`src/include/dmacer_pkg.sv`:
```
// Purpose: constants for the per-channel enable and request block
// Assumes: 32-bit classic Wishbone register bus, 32 channels
// Notes: one aligned word per register
package dmacer_pkg;
	localparam int NUM_CH = 32;
	localparam int SW_CH = 30;
	localparam logic [7:0] OFF_ENA_SET = 8'h00;
	localparam logic [7:0] OFF_ENA_CLR = 8'h04;
	localparam logic [7:0] OFF_ENA_STAT = 8'h08;
	localparam logic [7:0] OFF_SW_REQ = 8'h0C;
	localparam logic [7:0] OFF_PERIPH = 8'h10;
	localparam logic [7:0] OFF_MODE_PRI = 8'h14;
	localparam logic [7:0] OFF_MODE_ALT = 8'h18;
	localparam logic [7:0] OFF_MODE_RD = 8'h1C;
	localparam logic [7:0] OFF_SG_SETUP = 8'h20;
	localparam logic [7:0] OFF_SG_BASE = 8'h24;
	localparam logic [7:0] OFF_SG_CNT = 8'h28;
	localparam logic [7:0] OFF_IRQ_STAT = 8'h2C;
	localparam logic [7:0] OFF_IRQ_MASK = 8'h30;
	localparam logic [7:0] OFF_MODE_SEL = 8'h34;
	localparam int MODE_CH_POS = 0;
	localparam int MODE_VAL_POS = 8;
	localparam int MODE_ALT_POS = 16;
	localparam int SG_FLAG_POS = 8;
	localparam logic [31:0] RST_ZERO = 32'h0000_0000;
	localparam int XFER_BEATS = 4;
	typedef enum logic [2:0] {
		xfer_mode_halted,
		xfer_mode_simple,
		xfer_mode_run_to_end,
		xfer_mode_double_buffer,
		xfer_mode_memory_task_list,
		xfer_mode_periph_task_list
	} dmacer_mode_type;
endpackage

```
`src/dmacer_chan.sv`:
```
// Purpose: one channel's enable, mode and transfer sequencer
// Assumes: requests and writes from the same clock domain
// Notes: transfer is a fixed beat count standing in for the datapath
`timescale 1ns/1ps
`default_nettype none
module dmacer_chan
	import dmacer_pkg::*;
(
	input wire logic clk_sys,
	input wire logic rst_b,
	input wire logic ena_set,
	input wire logic ena_clr,
	input wire logic req,
	input wire logic mode_pri_we,
	input wire logic mode_alt_we,
	input wire logic [2:0] mode_wdata,
	output logic ena,
	output logic [2:0] mode_pri,
	output logic [2:0] mode_alt,
	output logic done
);
	typedef enum logic [1:0] {st_idle, st_run} dmacer_st_type;
	dmacer_st_type st_r;
	logic [2:0] beat_r;
	logic ena_r;
	logic [2:0] pri_r;
	logic [2:0] alt_r;
	logic done_r;
	wire start = ena_r & req & (pri_r != 3'(xfer_mode_halted));
	wire finish = (st_r == st_run) && (beat_r == 3'(XFER_BEATS - 1));
	assign ena = ena_r;
	assign mode_pri = pri_r;
	assign mode_alt = alt_r;
	assign done = done_r;
	always_ff @(posedge clk_sys or negedge rst_b) begin
		if (!rst_b) begin
			st_r <= st_idle;
			beat_r <= 3'h0;
			done_r <= 1'b0;
		end else begin
			done_r <= finish;
			unique case (st_r)
				st_idle: begin
					beat_r <= 3'h0;
					if (start) begin
						st_r <= st_run;
					end
				end
				st_run: begin
					beat_r <= beat_r + 3'h1;
					if (finish) begin
						st_r <= st_idle;
					end
				end
			endcase
		end
	end
	always_ff @(posedge clk_sys or negedge rst_b) begin
		if (!rst_b) begin
			ena_r <= 1'b0;
		end else if (finish | ena_clr) begin
			ena_r <= 1'b0;
		end else if (ena_set) begin
			ena_r <= 1'b1;
		end
	end
	always_ff @(posedge clk_sys or negedge rst_b) begin
		if (!rst_b) begin
			pri_r <= 3'h0;
			alt_r <= 3'h0;
		end else begin
			if (finish) begin
				pri_r <= 3'(xfer_mode_halted);
			end else if (mode_pri_we) begin
				pri_r <= mode_wdata;
			end
			if (finish) begin
				alt_r <= 3'(xfer_mode_halted);
			end else if (mode_alt_we) begin
				alt_r <= mode_wdata;
			end
		end
	end
endmodule
`default_nettype wire

```
`src/dmacer_top.sv`:
```
// Purpose: multi-channel enable, request, mode and completion control
// Assumes: classic Wishbone slave, one clock, async active-low reset
// Notes: completion routed to own irq or to peripheral done lines
//
// Implementation choices: the address map and the Wishbone slave port.
`timescale 1ns/1ps
`default_nettype none
module dmacer_top
	import dmacer_pkg::*;
(
	input wire logic clk_sys,
	input wire logic rst_b,
	input wire logic wb_cyc_i,
	input wire logic wb_stb_i,
	input wire logic wb_we_i,
	input wire logic [7:0] wb_adr_i,
	input wire logic [31:0] wb_dat_i,
	input wire logic [3:0] wb_sel_i,
	output logic [31:0] wb_dat_o,
	output logic wb_ack_o,
	input wire logic [NUM_CH-1:0] periph_req,
	output logic [NUM_CH-1:0] periph_done,
	output logic [NUM_CH-1:0] chan_ena,
	output logic irq
);
	// ------------------------------------------------------------
	// Bus decode
	// ------------------------------------------------------------
	logic ack_r;
	logic [31:0] dat_r;
	logic [NUM_CH-1:0] req_s1_r;
	logic [NUM_CH-1:0] req_s2_r;
	logic [NUM_CH-1:0] swreq_r;
	logic [NUM_CH-1:0] periph_r;
	logic [NUM_CH-1:0] irq_stat_r;
	logic [NUM_CH-1:0] irq_mask_r;
	logic [NUM_CH-1:0] done_w;
	logic [NUM_CH-1:0] pdone_r;
	logic [4:0] sel_ch_r;
	logic sel_alt_r;
	logic [4:0] sg_ch_r;
	logic sg_flag_r;
	logic [31:0] sg_base_r;
	logic [31:0] sg_cnt_r;
	logic [2:0] mpri_w [NUM_CH];
	logic [2:0] malt_w [NUM_CH];

	function automatic logic hit(input logic [7:0] a, input logic [7:0] off);
		hit = (a == off);
	endfunction

	// Byte lanes merge the write word with zero for partial writes
	wire [31:0] wmask = {{8{wb_sel_i[3]}}, {8{wb_sel_i[2]}},
		{8{wb_sel_i[1]}}, {8{wb_sel_i[0]}}};
	wire [31:0] wdat = wb_dat_i & wmask;
	wire req_in = wb_cyc_i & wb_stb_i & ~ack_r;
	wire wr = req_in & wb_we_i;
	wire wr_set = wr & hit(wb_adr_i, OFF_ENA_SET);
	wire wr_clr = wr & hit(wb_adr_i, OFF_ENA_CLR);
	wire wr_swreq = wr & hit(wb_adr_i, OFF_SW_REQ);
	wire wr_periph = wr & hit(wb_adr_i, OFF_PERIPH);
	wire wr_mpri = wr & hit(wb_adr_i, OFF_MODE_PRI);
	wire wr_malt = wr & hit(wb_adr_i, OFF_MODE_ALT);
	wire wr_sg = wr & hit(wb_adr_i, OFF_SG_SETUP);
	wire wr_sgb = wr & hit(wb_adr_i, OFF_SG_BASE);
	wire wr_sgc = wr & hit(wb_adr_i, OFF_SG_CNT);
	wire wr_istat = wr & hit(wb_adr_i, OFF_IRQ_STAT);
	wire wr_imask = wr & hit(wb_adr_i, OFF_IRQ_MASK);
	wire wr_msel = wr & hit(wb_adr_i, OFF_MODE_SEL);
	wire [4:0] wch = wdat[MODE_CH_POS+:5];
	wire [2:0] wmode = wdat[MODE_VAL_POS+:3];
	// Task list setup writes the mode of the chosen channel
	wire [2:0] sg_mode = wdat[SG_FLAG_POS] ?
		3'(xfer_mode_periph_task_list) :
		3'(xfer_mode_memory_task_list);
	wire [2:0] mode_wdata = wr_sg ? sg_mode : wmode;
	wire [2:0] mode_sel_w = sel_alt_r ? malt_w[sel_ch_r] : mpri_w[sel_ch_r];

	// ------------------------------------------------------------
	// Channels
	// ------------------------------------------------------------
	wire [NUM_CH-1:0] req_any = req_s2_r | swreq_r;
	genvar g;
	generate
		for (g = 0; g < NUM_CH; g++) begin : gen_ch
			wire sel_g = (wch == 5'(g));
			dmacer_chan u_chan (
				.clk_sys(clk_sys),
				.rst_b(rst_b),
				.ena_set(wr_set & wdat[g]),
				.ena_clr(wr_clr & wdat[g]),
				.req(req_any[g]),
				.mode_pri_we((wr_mpri | (wr_sg & ~wdat[MODE_ALT_POS]))
					& sel_g),
				.mode_alt_we((wr_malt | (wr_sg & wdat[MODE_ALT_POS]))
					& sel_g),
				.mode_wdata(mode_wdata),
				.ena(chan_ena[g]),
				.mode_pri(mpri_w[g]),
				.mode_alt(malt_w[g]),
				.done(done_w[g])
			);
		end
	endgenerate

	// ------------------------------------------------------------
	// Completion routing
	// ------------------------------------------------------------
	wire [NUM_CH-1:0] sw_only = ~periph_r;
	wire [NUM_CH-1:0] own_ev = done_w & sw_only;
	wire [NUM_CH-1:0] per_ev = done_w & periph_r;
	wire [NUM_CH-1:0] istat_clr = wr_istat ? wdat : '0;
	wire [NUM_CH-1:0] istat_nxt = (irq_stat_r & ~istat_clr) | own_ev;
	assign irq = |(irq_stat_r & irq_mask_r);
	assign periph_done = pdone_r;

	// ------------------------------------------------------------
	// Read mux
	// ------------------------------------------------------------
	logic [31:0] rd_w;
	always_comb begin
		rd_w = RST_ZERO;
		unique case (wb_adr_i)
			OFF_ENA_SET, OFF_ENA_STAT: rd_w = chan_ena;
			OFF_PERIPH: rd_w = periph_r;
			OFF_MODE_RD: rd_w = {29'h0, mode_sel_w};
			OFF_MODE_SEL: rd_w = {15'h0, sel_alt_r, 11'h0, sel_ch_r};
			OFF_SG_SETUP: rd_w = {23'h0, sg_flag_r, 3'h0, sg_ch_r};
			OFF_SG_BASE: rd_w = sg_base_r;
			OFF_SG_CNT: rd_w = sg_cnt_r;
			OFF_IRQ_STAT: rd_w = irq_stat_r;
			OFF_IRQ_MASK: rd_w = irq_mask_r;
			default: rd_w = RST_ZERO;
		endcase
	end
	assign wb_ack_o = ack_r;
	assign wb_dat_o = dat_r;

	// ------------------------------------------------------------
	// Registers
	// ------------------------------------------------------------
	always_ff @(posedge clk_sys or negedge rst_b) begin
		if (!rst_b) begin
			ack_r <= 1'b0;
			dat_r <= RST_ZERO;
		end else begin
			ack_r <= req_in;
			dat_r <= req_in ? rd_w : RST_ZERO;
		end
	end
	// Peripheral request lines come from other logic, synchronise anyway
	always_ff @(posedge clk_sys or negedge rst_b) begin
		if (!rst_b) begin
			req_s1_r <= '0;
			req_s2_r <= '0;
		end else begin
			req_s1_r <= periph_req;
			req_s2_r <= req_s1_r;
		end
	end
	always_ff @(posedge clk_sys or negedge rst_b) begin
		if (!rst_b) begin
			swreq_r <= '0;
		end else begin
			swreq_r <= wr_swreq ? wdat : '0;
		end
	end
	always_ff @(posedge clk_sys or negedge rst_b) begin
		if (!rst_b) begin
			periph_r <= RST_ZERO;
			irq_mask_r <= RST_ZERO;
			irq_stat_r <= RST_ZERO;
			pdone_r <= '0;
		end else begin
			if (wr_periph) begin
				periph_r <= wdat;
			end
			if (wr_imask) begin
				irq_mask_r <= wdat;
			end
			irq_stat_r <= istat_nxt;
			pdone_r <= per_ev;
		end
	end
	always_ff @(posedge clk_sys or negedge rst_b) begin
		if (!rst_b) begin
			sel_ch_r <= 5'h0;
			sel_alt_r <= 1'b0;
			sg_ch_r <= 5'h0;
			sg_flag_r <= 1'b0;
			sg_base_r <= RST_ZERO;
			sg_cnt_r <= RST_ZERO;
		end else begin
			if (wr_msel) begin
				sel_ch_r <= wch;
				sel_alt_r <= wdat[MODE_ALT_POS];
			end
			if (wr_sg) begin
				sg_ch_r <= wch;
				sg_flag_r <= wdat[SG_FLAG_POS];
			end
			if (wr_sgb) begin
				sg_base_r <= wdat;
			end
			if (wr_sgc) begin
				sg_cnt_r <= wdat;
			end
		end
	end
endmodule
`default_nettype wire

```
`config.mk`:
```
export PLATFORM = sky130hd
export DESIGN_NAME = dmacer_top
export DESIGN_NICKNAME = d
export VERILOG_FILES = /design/src/include/dmacer_pkg.sv /design/src/dmacer_chan.sv /design/src/dmacer_top.sv
export SDC_FILE = /design/constraint.sdc
export NUM_CORES = 1
export LEC_CHECK = 0
export ABC_AREA = 1
export ABC_CLOCK_PERIOD_IN_PS = 2800
export BUFFER_PORTS_ARGS = -buffer_cell sky130_fd_sc_hd__buf_2
export CORE_MARGIN = 2
export CORE_UTILIZATION = 35
export DETAILED_ROUTE_END_ITERATION = 6
export PLACE_DENSITY = 0.55
export SETUP_SLACK_MARGIN = 0.05
export SLEW_MARGIN = 30
export SYNTH_ARGS = -nofsm -noshare
export SYNTH_HDL_FRONTEND = slang
export SYNTH_SLANG_ARGS = --single-unit
```
`constraint.sdc`:
```
create_clock -name clk_sys -period 2.8 [get_ports clk_sys]
set_clock_uncertainty 0.1 [all_clocks]
set_input_delay 0.42 -clock clk_sys [delete_from_list [all_inputs] [get_ports clk_sys]]
set_output_delay 0.42 -clock clk_sys [all_outputs]
set_load 0.05 [all_outputs]
```
## Yosys cells after proc, flatten, opt, wreduce, memory -nomap -nowiden

Index checks and enable logic that the tools add are counted.
W data, S select, Z words.

- Register bits: 749
- Input bits: 81
- Output and inout bits: 98
- Word-level logic and storage cells: 1228

- Add/subtract/negate cells: 32
- $lt $le $gt $ge: 1
- Equality and inequality tests: 172
- Multiplexer cells: 333
- Bitwise gates (word level): 255
- Reductions and logical operators: 228

Operators by type and width:

| cell | count |
|---|---|
| $mux W3 | 134 |
| $pmux W32 S9 | 1 |
| $and A1 B1 Y1 | 209 |
| $pmux W3 S2 | 32 |
| $reduce_bool A2 Y1 | 96 |
| $and A32 B32 Y32 | 5 |
| $mux W2 | 64 |
| $ne A2 B1 Y1 const B | 64 |
| $pmux W2 S2 | 32 |
| $add A3 B1 Y3 const B | 32 |
| $eq A3 B2 Y1 const B | 32 |
| $mux W32 | 3 |
| $reduce_bool A3 Y1 | 32 |
| $eq A5 B5 Y1 const B | 16 |
| $mux W1 | 65 |
| $eq A2 B1 Y1 const B | 32 |
| $logic_not A2 Y1 | 32 |
| $not A32 Y32 | 2 |
| $or A32 B32 Y32 | 2 |
| $reduce_and A2 Y1 | 32 |
| $eq A8 B6 Y1 const B | 6 |
| $eq A5 B4 Y1 const B | 8 |
| $or A1 B1 Y1 | 34 |
| $eq A8 B5 Y1 const B | 4 |
| 14 further kinds | 52 |

## Logic depth before layout (Yosys ltp)

- Depth in word-level cells: 9
- Mapped depth: 14
- Depth with buffers taken out: 12

## Cells and area by module

From an unflattened synthesis, not the netlist that was laid out.

- Cells, all modules: 3686
- Area, all modules: 31710.4 um^2

Modules (own cells, without submodules):

| module | times used | cells an instance | area each (um^2) | sequential area each (um^2) |
|---|---|---|---|---|
| dmacer_top | 1 | 1940 | 15559.9 | 8333.0 |
| dmacer_chan (gen_ch[0].u_chan ...) | 21 | 53 | 504.2 | 300.3 |
| dmacer_chan (gen_ch[29].u_chan ...) | 10 | 58 | 505.5 | 300.3 |
| dmacer_chan (gen_ch[31].u_chan) | 1 | 53 | 506.7 | 300.3 |

## Worst setup path after synthesis

OpenSTA, ideal clock, no wires.

- Path type: register to register
- Start point: reg ack_r (netlist: wb_ack_o)
- End point: reg gen_ch[9].u_chan.alt_r[0]
- Setup time: 0.129 ns
- Arrival: 1.886 ns
- Required time: 2.571 ns
- Slack: 0.685 ns
- Cell stages (with the launch flop): 12
- Path buffers: 1
- Clock period less this slack: 2.115 ns
- Cells stage by stage: dfrtp_1 -> inv_1 -> nand2_4 -> nor2_4 -> nand2_2 -> o22ai_4 -> inv_4 -> buf_6 -> nor2_2 -> nor2_1 -> nand2_1 -> o21ai_1

- Cells in the longest elaborated chain, start to end: 8
- Elaborated cells on any way between the ends: 12
- Classes of those cells: mux: 3; bitwise: 8; reduce/logical: 1

Ends and longest elaborated chain:

| item | RTL line | source |
|---|---|---|
| from (decl) | dmacer_top.sv:29 | `logic ack_r;` |
| from (signal assigned) | dmacer_top.sv:147 | `ack_r <= req_in;` |
| $not A1 Y1 (*) | dmacer_top.sv:56 | `wire req_in = wb_cyc_i & wb_stb_i & ~ack_r;` |
| $and A1 B1 Y1 (*) | dmacer_top.sv:56 |  |
| $and A1 B1 Y1 (*) | dmacer_top.sv:57 | `wire wr = req_in & wb_we_i;` |
| $and A1 B1 Y1 | dmacer_top.sv:64 | `wire wr_sg = wr & hit(wb_adr_i, OFF_SG_SETUP);` |
| $and A1 B1 Y1 | dmacer_top.sv:95 | `.mode_alt_we((wr_malt \| (wr_sg & wdat[MODE_ALT_POS]))` |
| $or A1 B1 Y1 | dmacer_top.sv:95 |  |
| $and A1 B1 Y1 | dmacer_top.sv:96 | `& sel_g),` |
| $reduce_bool A2 Y1 (no source line) | - |  |
| to (signal assigned) | dmacer_chan.sv:78 | `alt_r <= 3'(xfer_mode_halted);` |
| to (signal assigned) | dmacer_chan.sv:80 | `alt_r <= mode_wdata;` |
| to (decl) | dmacer_chan.sv:27 | `logic [2:0] alt_r;` |

Every way passes the cells marked *; elsewhere a longest branch is shown, timed or not. The select of a mux whose other input is x is not followed.
A chain may end at the register's enable or synchronous reset.

## Worst setup path in the final report

- Start point: reg irq_stat_r[16]
- End point: out irq

- Cells in the longest elaborated chain, start to end: 2

Ends and longest elaborated chain:

| item | RTL line | source |
|---|---|---|
| from (decl) | dmacer_top.sv:35 | `logic [NUM_CH-1:0] irq_stat_r;` |
| from (signal assigned) | dmacer_top.sv:181 | `irq_stat_r <= istat_nxt;` |
| $and A32 B32 Y32 | dmacer_top.sv:114 | `assign irq = \|(irq_stat_r & irq_mask_r);` |
| $reduce_or A32 Y1 | dmacer_top.sv:114 |  |
| to (decl) | dmacer_top.sv:24 | `output logic irq` |

No other way between the ends.

==> impl_metrics.json <==
{
  "synth_nets": 3535,
  "hold_depth": 3,
  "tritoncts": "built",
  "dp_slack_ns": 0.250,
  "grt_max_degree": 99,
  "grt_pass1_vias": 23500,
  "place_inst": 4663,
  "clk_latency_ns": 0.63,
  "finalHoldViolCount": 0,
  "fin_cells": 4830,
  "routed_via_density": 5.01,
  "rsz0062_at_grt": "no",
  "diodes": 0,
  "synth_sequential_area_ratio": 0.593,
  "setup_viol": 0,
  "ir_drop_uv": 446,
  "postCtsSetupRepairBufs": 0,
  "top_layer": "met5",
  "required_ns": 2.28,
  "first_pass_iters": 6,
  "critical_path_arrival_ns": 2.22,
  "cts_root_buf": "clkbuf_16",
  "die_width_um": 298,
  "r2r_cells": 12,
  "ys_seq_elements": 717,
  "dieArea_um2": 88800,
  "synth_top_area_share": 0.593,
  "multi_input_area_um2": 10600,
  "route.met3.wl_um": 6820,
  "yosys_warnings": 0,
  "route.met2.wl_um": 43800,
  "synth_cells": 3390,
  "antenna_found_initial": 6,
  "cap_violations": 0,
  "place_hpwl_um": 70200,
  "globalRouteOverflowTotal": 0,
  "max_clock_freq_mhz": 365,
  "ant_nets": 0,
  "grt_pass1_wl_um": 149000,
  "p_per_area_nw_per_um2": 606,
  "setup.worst_path.start_class": "flop",
  "clock_sinks": 717,
  "hold_path.class": "in2reg",
  "synth.area.top_cells": "dfrtp_1 59%, nand2_1 12%, o21ai_0 5.6%, nor2_1 4.4%, nand3_1 3.4%",
  "drive_gt1_frac": 0.132,
  "status": "finished clean",
  "vias": 24200,
  "internal_power_uw": 16800,
  "worstPathCellList": "nand2_1 -> o2111ai_1 -> nor4_1 -> nand4_1 -> buf_2",
  "cts.clk_slew.worst_paths_ns": 0.06,
  "syn_area_um2": 30300,
  "htreeDepth": 3,
  "worstSetupPathType": "reg2out",
  "syn2layout_area_growth_pct": 18.1,
  "yosys.area.top_type": "dfrtp_1",
  "slew_violations": 0,
  "power_leakage_uw": 0.0173,
  "cp_max_fo": 3,
  "fin_ws_ns": 0.0592,
  "post_drt_wl_per_cell_um": 20.1,
  "drt-total-wl_um": 97300,
  "synth_common_cells": "987 x nand2_1, 717 x dfrtp_1, 355 x nor2_1, 341 x o21ai_0, 269 x inv_1",
  "nNetsFinal": 3775,
  "async_reset_ff_frac": 1.00,
  "numCtsBuffers": 76,
  "grt_util_all_layers": 0.220,
  "wl_met1_um": 43600,
  "cts.path.max_buffers": 3,
  "fin_crit_sh": 0.979,
  "core_um2": 85400,
  "initial_core_util": 0.354,
  "gp_congestion": 0.932,
  "drc_errors": 0,
  "pin_count": 179,
  "synthDistinctLibCells": 39,
  "avgSynthCellArea_um2": 8.92,
  "slowest_stage": "dfrtp_1",
  "drtIter0Drc": 2401,
  "synth_edf_count": 0,
  "synth_ff_type": "dfrtp_1",
  "die_y_um": 298,
  "num_rows": 107,
  "finalSetupTns_ns": 0,
  "max_stage_delay_ns": 0.40,
  "slew_headroom": 0.479,
  "combPwrFrac": 0.036,
  "yosysMostFrequentCell": "nand2_1",
  "regArea_um2": 17900,
  "critPathCaptureType": "primary output",
  "fillers": 8547,
  "pwr-share-clk": 0.480,
  "port_buffers": 178,
  "power.net_switching_uw": 4870,
  "fin_crit_ns": 2.74,
  "tightest_slew_ns": 0.781,
  "seqPwrFrac": 0.484,
  "switching_share": 0.225
}
## power groups by stage
stage / clock, uW / combinational [uW] / sequential (uW)
2_1_floorplan: 0 / 229 / 10700
3_3_place_gp: 0 / 742 / 10700
3_5_place_dp: 0 / 744 / 10700
4_1_cts: 10600 / 781 / 10500
5_1_grt: 11000 / 853 / 10500
6_report: 10400 / 771 / 10500
## worst paths after layout
check	endpoint	slack, ns	start
setup / recovery	irq	0.06	irq_stat_r[16]
hold / removal	swreq_r[28]	0.12	wb_dat_i[28]
setup reg to reg	wb_dat_o[1]	0.48	sel_ch_r[1]
hold reg to reg	req_s2_r[22]	0.23	req_s1_r[22]
max in group asynchronous	gen_ch[3].u_chan.st_r[0]	1.30	rst_b
min in group asynchronous	sg_base_r[17]	0.28	rst_b
## layout make-up
cell class / instances / area share
clock inverter: 28 / 0.00946
multi-input combinational: 2246 / 0.296
timing repair buffer: 313 / 0.0608
tap: 1144 / 0.0401
inverter: 276 / 0.0291
clock buffer: 106 / 0.0626
sequential: 717 / 0.502
## metrics by stage
stage	hold slack (ns)	total power [uW]	area (um2)	utilization
after floorplan	0.0244	10900	30300	-
after global placement	0.233	11400	32800	0.384
after detailed placement	0.235	11400	32800	0.384
after CTS	0.102	21800	35700	0.418
after global routing	0.144	22300	35700	0.418
final	0.118	21600	35700	0.418
## sequential cells by signal, summed over array words and instances (netlist names), 5 cells and up
signal,count
gen_ch.u_chan.st_r,32
gen_ch.u_chan.beat_r,96
sg_ch_r,5
wb_dat_o,32
gen_ch.u_chan.done,32
gen_ch.u_chan.mode_alt,96
sel_ch_r,5
sg_base_r,32
periph_done,32
gen_ch.u_chan.ena,32
req_s1_r,32
swreq_r,32
req_s2_r,32
sg_cnt_r,32
periph_r,32
irq_mask_r,32
irq_stat_r,32
gen_ch.u_chan.mode_pri,96
## critical path: cells and delay by family, from the launching register on
family | cells | cell delay, ns
flip-flops | 1 | 0.40
AO/OA/AOI/OAI | 1 | 0.29
AND/OR/NAND/NOR | 3 | 0.65
buffers and inverters | 1 | 0.25
## cells by family after synthesis
kind of cell | Yosys count | synth area share
flip-flops | 717 | 0.593
AND/OR/NAND/NOR | 1636 | 0.219
buffers and inverters | 427 | 0.0589
adder cells (fa/ha/maj) | 64 | 0.0265
AO/OA/AOI/OAI | 546 | 0.103
## metal layers
| metal | global-route usage | vias up |
|---|---|---|
| met4 | 0.0756 | 2 |
| met1 | 0.308 | 11800 |
| met2 | 0.343 | 837 |
| met5 | 0 | - |
| met3 | 0.0396 | 154 |
| li1 | - | 11400 |
## placed cells by master, fill, tap and decap left out, drive strengths merged
| cell type | instances |
|---|---|
| bufinv | 6 |
| o211ai | 2 |
| nor3 | 38 |
| buf | 280 |
| a211oi | 4 |
| nand4 | 16 |
| a22o | 4 |
| ha | 64 |
| clkinvlp | 4 |
| clkbuf | 106 |
| inv | 275 |
| a221oi | 12 |
| a31oi | 4 |
| nand3 | 207 |
| o22ai | 8 |
| o2111a | 1 |
| o221a | 31 |
| a21oi | 35 |
| o2111ai | 11 |
| nor4 | 2 |
| o21ai | 432 |
| a41oi | 2 |
| nor2 | 381 |
| clkinv | 19 |
| dfrtp | 717 |
| dlygate4sd3 | 33 |
| nand2 | 992 |
## what timing repair did
item / 4_1_cts / 5_1_grt
resized for setup: 2 / 0
hold buffers: 33 / 0
endpoints found under the setup margin: 1 / 0
hold endpoints to repair: 76 / 0
No activity file was read; power rests on OpenSTA's default activity.
